==> config.mk <==
export PLATFORM = sky130hd
export DESIGN_NAME = boot_refresh_pulse_sequencer
export DESIGN_NICKNAME = d
export VERILOG_FILES = /design/src/boot_refresh_pkg.sv /design/src/boot_refresh_pulse_sequencer.sv
export SDC_FILE = /design/constraint.sdc
export NUM_CORES = 1
export LEC_CHECK = 0
export ABC_CLOCK_PERIOD_IN_PS = 5600
export BUFFER_PORTS_ARGS = -buffer_cell sky130_fd_sc_hd__buf_2
export CAP_MARGIN = 25
export CORE_AREA = 2 2 131 133
export CTS_BUF_LIST = sky130_fd_sc_hd__clkbuf_4
export DETAILED_ROUTE_END_ITERATION = 8
export DIE_AREA = 0 0 133 135
export GPL_TIMING_DRIVEN = 0
export PLACE_DENSITY = 0.58
export SLEW_MARGIN = 20
export SYNTH_ARGS = -nofsm -noshare
export SYNTH_HDL_FRONTEND = slang
export SYNTH_SLANG_ARGS = --single-unit
==> constraint.sdc <==
create_clock -name ref_clk -period 5.6 [get_ports ref_clk]
set_clock_uncertainty 0.15 [all_clocks]
set_input_delay 0.56 -clock ref_clk [delete_from_list [all_inputs] [get_ports ref_clk]]
set_output_delay 0.56 -clock ref_clk [all_outputs]
set_load 0.05 [all_outputs]
==> src/boot_refresh_pkg.sv <==
package boot_refresh_pkg;

    // Register map of the plain register port.
    localparam logic [3:0] ctrl_addr   = 4'h0;  // Refresh control register.
    localparam logic [3:0] status_addr = 4'h1;  // Refresh status register.
    localparam logic [3:0] ivl_addr    = 4'h2;  // Refresh interval register, in switching cycles.

    // Control register field positions.
    localparam int start_cnt_lsb  = 0;  // Startup pulse count, four bits.
    localparam int start_wide_bit = 4;  // Startup pulse width: 0 is 1/12, 1 is 1/6.
    localparam int drop_cnt8_bit  = 5;  // Dropped-phase burst: 0 is 4 pulses, 1 is 8.
    localparam int drop_wide_bit  = 6;  // Dropped-phase pulse width: 0 is 1/12, 1 is 1/6.

    // Reset values of the control fields.
    localparam logic [3:0] start_cnt_rst = 4'h8;  // Eight startup pulses.
    localparam logic [3:0] drop_cnt_4    = 4'h4;  // Default periodic burst.
    localparam logic [3:0] drop_cnt_8    = 4'h8;  // Optional periodic burst.
    localparam logic [15:0] ivl_rst      = 16'h0400;  // Default interval in switching cycles.

    // Pulse widths counted in twelfths of a switching cycle.
    localparam logic [3:0] width_narrow = 4'h1;  // One twelfth.
    localparam logic [3:0] width_wide   = 4'h2;  // One sixth.
    localparam logic [3:0] slots_per_cycle = 4'hc;  // Twelve slots per cycle.

    // Three-level phase output codes.
    typedef enum logic [1:0]
    {
        lvl_mid  = 2'h0,  // Both switches off.
        lvl_low  = 2'h1,  // Low-side on.
        lvl_high = 2'h2   // High-side on.
    } phase_level_e;

    // Sequencer states, Gray coded.
    typedef enum logic [1:0]
    {
        st_idle    = 2'b00,
        st_startup = 2'b01,
        st_wait    = 2'b11,
        st_burst   = 2'b10
    } seq_state_e;

    // Burst setting carried as one group.
    typedef struct packed
    {
        logic [3:0] count;  // Pulses per phase.
        logic [3:0] width;  // Pulse width in twelfths.
    } burst_cfg_s;

endpackage : boot_refresh_pkg

==> src/boot_refresh_pulse_sequencer.sv <==
// Functional notes
// - Refresh only in buck with zero-current cutoff.
// - Startup: eight pulses, width one twelfth.
// - Startup width and count software programmable.
// - Refresh pulses keep normal interleave phase offset.
// - First drop starts interval counter; refresh dropped phases.
// - Periodic burst default four pulses, one twelfth.
// - Periodic burst selectable eight pulses, one sixth.
// - Pulse skipping refreshes all phases likewise.
// - Low level is refresh; middle both off.
// - Phase dropping only with three-level output.
`timescale 1ns/1ps
`default_nettype none

module boot_refresh_pulse_sequencer #(
    parameter int PHASES = 6  // Number of interleaved phases.
) (
    input  wire logic                ref_clk,
    input  wire logic                sys_rst,
    input  wire logic                slot_tick,        // One pulse per twelfth of a switching cycle.
    input  wire logic [PHASES-1:0]   phase_start,      // Per-phase interleaved cycle start pulses.
    input  wire logic                buck_mode,        // High in buck conversion.
    input  wire logic                zero_current_cutoff_mode, // High when diode emulation chosen.
    input  wire logic                tri_level_sel,    // High when three-level output selected.
    input  wire logic                startup_req,      // Pulse at device startup.
    input  wire logic                pulse_skip,       // High during pulse skipping.
    input  wire logic [PHASES-1:0]   drop_req,         // Per-phase drop request.
    input  wire logic [1:0]          pwm_in [PHASES],  // Normal three-level commands.
    input  wire logic [3:0]          reg_addr,
    input  wire logic [31:0]         reg_wdata,
    input  wire logic                reg_wr,
    input  wire logic                reg_rd,
    output logic [31:0]              reg_rdata,
    output logic [1:0]               pwm_out [PHASES], // Commands to the gate drivers.
    output logic                     refresh_busy      // High while a burst is active.
);

    // Pulse and width counters are four bits and the status word has room for a few phases only,
    // so larger phase counts are refused while the design is elaborated.
    if (PHASES < 1 || PHASES > 8)
    begin : g_bad_phases
        $error("PHASES must be 1 to 8.");
    end

    // Control and interval registers.
    logic [6:0]  ctrl_ff;   // Control fields.
    logic [15:0] ivl_ff;    // Interval length in switching cycles.

    // Refresh is allowed only in buck with cutoff switching.
    wire allow = buck_mode & zero_current_cutoff_mode;
    // Dropping counts only with three-level output.
    wire [PHASES-1:0] dropped = tri_level_sel ? drop_req : '0;
    wire periodic_need = (|dropped) | pulse_skip;
    // Periodic targets: all phases when skipping, else the dropped ones.
    wire [PHASES-1:0] per_mask = pulse_skip ? {PHASES{1'b1}} : dropped;

    // Burst settings decoded from control bits.
    boot_refresh_pkg::burst_cfg_s start_cfg;
    boot_refresh_pkg::burst_cfg_s per_cfg;
    assign start_cfg.count = ctrl_ff[boot_refresh_pkg::start_cnt_lsb +: 4];
    assign start_cfg.width = ctrl_ff[boot_refresh_pkg::start_wide_bit]
                           ? boot_refresh_pkg::width_wide : boot_refresh_pkg::width_narrow;
    assign per_cfg.count = ctrl_ff[boot_refresh_pkg::drop_cnt8_bit]
                         ? boot_refresh_pkg::drop_cnt_8 : boot_refresh_pkg::drop_cnt_4;
    assign per_cfg.width = ctrl_ff[boot_refresh_pkg::drop_wide_bit]
                         ? boot_refresh_pkg::width_wide : boot_refresh_pkg::width_narrow;

    // Sequencer state.
    boot_refresh_pkg::seq_state_e state_ff;
    boot_refresh_pkg::seq_state_e nxt_state;
    boot_refresh_pkg::burst_cfg_s cfg_ff;        // Burst setting in use.
    logic [PHASES-1:0]            target_ff;     // Phases being refreshed.
    logic [15:0]                  ivl_cnt_ff;    // Interval counter in cycles.
    logic [3:0]                   left_ff [PHASES]; // Pulses left per phase.
    logic [3:0]                   wcnt_ff [PHASES]; // Width slots left per phase.
    logic                         start_pend_ff; // Startup burst requested.

    // A cycle boundary is taken from the first phase start.
    wire cycle_tick = phase_start[0];
    wire [PHASES-1:0] done_vec;
    wire burst_done = &done_vec;

    genvar g;
    generate
        for (g = 0; g < PHASES; g++)
        begin : g_done
            assign done_vec[g] = ~target_ff[g] | (left_ff[g] == 4'h0 && wcnt_ff[g] == 4'h0);
        end
    endgenerate

    // Next-state logic of the sequencer.
    always_comb
    begin
        nxt_state = state_ff;
        unique case (state_ff)
            boot_refresh_pkg::st_idle:
                if (allow && start_pend_ff)
                    nxt_state = boot_refresh_pkg::st_startup;
                else if (allow && periodic_need)
                    nxt_state = boot_refresh_pkg::st_wait;
            boot_refresh_pkg::st_startup:
                if (burst_done || !allow)
                    nxt_state = boot_refresh_pkg::st_idle;
            boot_refresh_pkg::st_wait:
                if (!allow || !periodic_need)
                    nxt_state = boot_refresh_pkg::st_idle;
                else if (cycle_tick && ivl_cnt_ff >= ivl_ff)
                    nxt_state = boot_refresh_pkg::st_burst;
            boot_refresh_pkg::st_burst:
                if (burst_done || !allow)
                    nxt_state = boot_refresh_pkg::st_wait;
        endcase
    end

    // State, configuration latch and interval counter.
    always_ff @(posedge ref_clk)
    begin
        if (sys_rst)
        begin
            state_ff      <= boot_refresh_pkg::st_idle;
            cfg_ff        <= '0;
            target_ff     <= '0;
            ivl_cnt_ff    <= '0;
            start_pend_ff <= 1'b1;
        end
        else
        begin
            state_ff <= nxt_state;
            if (startup_req)
                start_pend_ff <= 1'b1;
            else if (nxt_state == boot_refresh_pkg::st_startup)
                start_pend_ff <= 1'b0;
            if (state_ff == boot_refresh_pkg::st_idle && nxt_state == boot_refresh_pkg::st_startup)
            begin
                cfg_ff    <= start_cfg;
                target_ff <= {PHASES{1'b1}};
            end
            else if (nxt_state == boot_refresh_pkg::st_burst && state_ff == boot_refresh_pkg::st_wait)
            begin
                cfg_ff    <= per_cfg;
                target_ff <= per_mask;
            end
            // Counter runs in whole cycles while waiting.
            if (state_ff != boot_refresh_pkg::st_wait)
                ivl_cnt_ff <= '0;
            else if (cycle_tick)
                ivl_cnt_ff <= (ivl_cnt_ff >= ivl_ff) ? 16'h0000 : ivl_cnt_ff + 16'h0001;
        end
    end

    wire bursting = (state_ff == boot_refresh_pkg::st_startup) || (state_ff == boot_refresh_pkg::st_burst);
    wire loading = (state_ff != nxt_state) && (nxt_state == boot_refresh_pkg::st_startup
                   || nxt_state == boot_refresh_pkg::st_burst);

    // Per-phase pulse generators, each launched by its own phase start.
    generate
        for (g = 0; g < PHASES; g++)
        begin : g_phase
            wire fire = bursting && target_ff[g] && phase_start[g] && left_ff[g] != 4'h0;
            always_ff @(posedge ref_clk)
            begin
                if (sys_rst)
                begin
                    left_ff[g] <= 4'h0;
                    wcnt_ff[g] <= 4'h0;
                    pwm_out[g] <= boot_refresh_pkg::lvl_mid;
                end
                else
                begin
                    if (loading)
                        left_ff[g] <= (nxt_state == boot_refresh_pkg::st_startup) ? start_cfg.count : per_cfg.count;
                    else if (fire)
                        left_ff[g] <= left_ff[g] - 4'h1;
                    if (!bursting)
                        wcnt_ff[g] <= 4'h0;
                    else if (fire)
                        wcnt_ff[g] <= cfg_ff.width;
                    else if (slot_tick && wcnt_ff[g] != 4'h0)
                        wcnt_ff[g] <= wcnt_ff[g] - 4'h1;
                    // Low level forces the low-side switch on.
                    if (fire || (bursting && target_ff[g] && wcnt_ff[g] != 4'h0 && !(slot_tick && wcnt_ff[g] == 4'h1)))
                        pwm_out[g] <= boot_refresh_pkg::lvl_low;
                    else if (bursting && target_ff[g])
                        pwm_out[g] <= boot_refresh_pkg::lvl_mid;
                    else
                        pwm_out[g] <= pwm_in[g];
                end
            end
        end
    endgenerate

    // Register writes and read data.
    always_ff @(posedge ref_clk)
    begin
        if (sys_rst)
        begin
            ctrl_ff      <= {3'b000, boot_refresh_pkg::start_cnt_rst};
            ivl_ff       <= boot_refresh_pkg::ivl_rst;
            reg_rdata    <= 32'h0000_0000;
            refresh_busy <= 1'b0;
        end
        else
        begin
            refresh_busy <= bursting;
            if (reg_wr && reg_addr == boot_refresh_pkg::ctrl_addr)
                ctrl_ff <= reg_wdata[6:0];
            if (reg_wr && reg_addr == boot_refresh_pkg::ivl_addr)
                ivl_ff <= reg_wdata[15:0];
            if (!reg_rd)
                reg_rdata <= 32'h0000_0000;
            else if (reg_addr == boot_refresh_pkg::ctrl_addr)
                reg_rdata <= {25'h0, ctrl_ff};
            else if (reg_addr == boot_refresh_pkg::status_addr)
                reg_rdata <= {22'h0, target_ff[0], start_pend_ff, 6'h0, state_ff};
            else if (reg_addr == boot_refresh_pkg::ivl_addr)
                reg_rdata <= {16'h0, ivl_ff};
            else
                reg_rdata <= 32'h0000_0000;
        end
    end

    // Assertions.
    refresh_gate_a: assert property (@(posedge ref_clk) disable iff (sys_rst)
        !allow |-> ##1 !(state_ff == boot_refresh_pkg::st_burst && $past(state_ff) == boot_refresh_pkg::st_wait))
        else $error("Refresh started outside buck cutoff mode.");
    startup_default_a: assert property (@(posedge ref_clk) disable iff (sys_rst)
        $rose(sys_rst == 1'b0) |-> ctrl_ff[3:0] == 4'h8)
        else $error("Startup count default wrong.");
    // The default periodic setting must reach both the latched width and the pulse counter of phase 0.
    drop_width_a: assert property (@(posedge ref_clk) disable iff (sys_rst)
        (loading && nxt_state == boot_refresh_pkg::st_burst && !ctrl_ff[boot_refresh_pkg::drop_wide_bit]
         && !ctrl_ff[boot_refresh_pkg::drop_cnt8_bit])
        |=> (cfg_ff.width == boot_refresh_pkg::width_narrow && left_ff[0] == boot_refresh_pkg::drop_cnt_4))
        else $error("Periodic default burst wrong.");
    two_level_a: assert property (@(posedge ref_clk) disable iff (sys_rst)
        (!tri_level_sel && !pulse_skip && state_ff != boot_refresh_pkg::st_burst) |=> state_ff != boot_refresh_pkg::st_burst)
        else $error("Drop honoured with two-level output.");
    pulse_low_a: assert property (@(posedge ref_clk) disable iff (sys_rst)
        (bursting && target_ff[0] && phase_start[0] && left_ff[0] != 4'h0) |=> pwm_out[0] == boot_refresh_pkg::lvl_low)
        else $error("Refresh pulse not low level.");
    // Outside a burst the normal command of phase 0 must reach the driver one cycle later, untouched.
    normal_pass_a: assert property (@(posedge ref_clk) disable iff (sys_rst)
        !bursting |=> pwm_out[0] == $past(pwm_in[0]))
        else $error("Normal command not passed through.");
    busy_flag_a: assert property (@(posedge ref_clk) disable iff (sys_rst)
        bursting |=> refresh_busy)
        else $error("Busy flag low during a burst.");

endmodule : boot_refresh_pulse_sequencer

`default_nettype wire

==> impl_metrics.toml <==
[clocking]
cts_max_level = 4
insertion_delay_ps = 530
clk_pin_slew_ps = 110
ctsResizeCount = 0
cts_buffers = 17
clkSinkCount = 127
cts_root_buffer = "clkbuf_4"
hold_buffers = 0
postCtsSetupBuffers = 0
cts_tree = "yes"
ctsLongestPathBuffers = 2

[route]
vias_per_cell = 5.18
routedWlPerCell_microns = 16.3
first_pass_iters = 5
final_antenna_net_count = 0
drt_iter0_drc = 366
post-route-drc-count = 0
wirelength_microns = 16900
route.vias.total = 5378

[timing]
relSlewSlack = 0.412
setup_tns_ps = 0
rsz0062_at_grt = "no"
max_freq_ghz = 0.252
slew_viol_final = 0
min_period_over_period = 0.709
worstMarginPinSlew_ps = 882
layout_setup_ws_ps = 1630
final_hold_viol_count = 0
setup_violations = 0
hold_slack_ps = 99.9
fin_crit_ps = 3970

[hold_path]
hp-class = "input port to flip-flop"

[die]
rows = 47
core_sq_mm = 0.0164
die_y_microns = 135
io_pins = 115
dieWidth_microns = 133
start_util = 0.395
dieArea_sq_mm = 0.0180

[finish]
drive_gt1_frac = 0.181
final_common_cell = "nand2_1"
finalNonFillerCells = 1039
mostFrequentLayoutCells = "nand2_1 (82), buf_2 (81), dfxtp_1 (79), nor2_1 (58), inv_1 (50)"
final_nets = 920
area.growth.synth_to_final_pct = 15.8

[global_routing]
grt.total_usage = 0.192
grt_max_degree = 17
globalRouteOverflowTotal = 0
grt_pass1_vias = 5358
grt_first_pass_wirelength_microns = 27000
grt_antenna_before_repair = 1

[synth]
syn_inst = 691
synth_edf_count = 48
ys_types = 55
synth-seq-cells = 127
synthArstFlopShare = 0
synth_area_per_cell_sq_um = 9.37
synth_area_sq_mm = 0.00647
ys.flop_type = "dfxtp_1"
ys.warnings.count = 0
seq_area_frac_synth = 0.467

[placed_design]
placed_cells_incl_taps = 1006
port_buffers = 80
dp_slack_ps = 1670
place_congestion = 0.922
place_hpwl_microns = 12800

[run_status]
status = "completed"

[setup_path]
end_kind = "flip-flop"
crit_arrival_ps = 4180
start_kind = "flip-flop"
crit_fanout = 7
path_class = "flip-flop to flip-flop"
worstPathRequired_ps = 5810

[flow_run]
cap_violations = 0

[power]
p_per_area_mw_per_mm2 = 438
power_w = 0.00329
p_leak_nw = 3.17
vdd_drop_max_uv = 267
==> flip-flops by register name, summed over array words and instances (netlist names) <==
name and flops:
ivl_cnt_ff 16, state_ff 2, cfg_ff 2, ivl_ff 16, wcnt_ff 24, refresh_busy 1, left_ff 24, pwm_out 12
reg_rdata 16, start_pend_ff 1, ctrl_ff 7, target_ff 6
==> cells by family after synthesis <==
kind of cell / after synthesis / synth area share
AO/OA/AOI/OAI: 137 / 0.131
XOR/XNOR: 39 / 0.0528
adder cells (fa/ha/maj): 45 / 0.0870
buffers and inverters: 86 / 0.0605
flip-flops: 127 / 0.467
multiplexers: 7 / 0.0108
other: 1 / 0.000579
AND/OR/NAND/NOR: 249 / 0.191
==> routing by layer <==
metal | part of all wire | up-vias | routed length (microns) | global-route usage
li1 | - | 2633 | - | -
met1 | 0.44 | 2515 | 7410 | 0.242
met2 | 0.48 | 211 | 8050 | 0.320
met3 | 0.068 | 19 | 1150 | 0.0552
met4 | 0.016 | 0 | 274 | 0.0633
met5 | 0 | - | 0 | 0
==> cell type report <==
type	instances	area [sq um]
Timing Repair Buffer	80	400
Fill cell	1589	8910
Clock inverter	13	143
Tap cell	220	275
Inverter	50	188
Sequential cell	127	3020
Buffer	36	204
Multi-Input combinational cell	493	3120
Antenna cell	1	2.50
Clock buffer	19	143
==> metrics by stage <==
stage           util  area [sq um]
4_1_cts        0.457          7500
5_1_grt        0.457          7500
2_1_floorplan      -          6530
3_3_place_gp   0.439          7210
3_5_place_dp   0.440          7210
6_report       0.457          7500
==> path summary, 6_finish.rpt <==
check | to | from | slack, ps | cells after the start
worst max-delay path | left_ff[1][0] | ivl_cnt_ff[0] | 1630 | 14
worst min-delay path | start_pend_ff | startup_req | 100 | 3
worst max register to register | left_ff[1][0] | ivl_cnt_ff[0] | 1630 | 14
worst min register to register | ivl_ff[5] | ivl_ff[5] | 340 | 2
==> power breakdown <==
part | internal [W] | switching, W
registers | 0.00122 | 0.000149
clock network | 0.000314 | 0.000344
logic | 0.000450 | 0.000809
total | 0.00199 | 0.00130
==> worst max-delay path: stages (launching register included) <==
cell	delay [ps]
dfxtp_1	490
inv_1	80
ha_1	270
nand2b_1	130
a2111oi_0	470
or4_4	240
a31oi_4	130
a21oi_1	170
a21oi_1	70
o31ai_1	380
inv_1	90
ha_1	300
nor2_1	220
nand4_1	390
o21ai_1	220
==> cell usage after synthesis, types with 3 or more instances <==
master     n  area (sq um)
and4_1     3          26.3
a31oi_1    8          50.1
xor2_1    13           114
dfxtp_1   79          1580
inv_1     50           188
and2_1    10          62.6
mux2i_1    7          70.1
nor2_1    58           218
a21oi_1   39           195
and3_1    14          87.6
a211oi_1   5          37.5
nand4_1   14          87.6
o21ai_1   18          90.1
nor3_1    17          85.1
nand2_1   82           308
nor2b_1    3          18.8
a22oi_1    4          30.0
a311oi_1   3          26.3
clkbuf_1  18          67.6
ha_1      45           563
a22o_1     5          43.8
or3b_2    12           105
nand2b_4   3          41.3
o311ai_0   6          52.6
xnor2_1   26           228
buf_4     16           120
o21ai_0   22           110
nand3_1   21           105
nand2b_1   4          25.0
edfxtp_1  48          1440
o22ai_1   14          87.6
(Power assumes the default switching activity.)
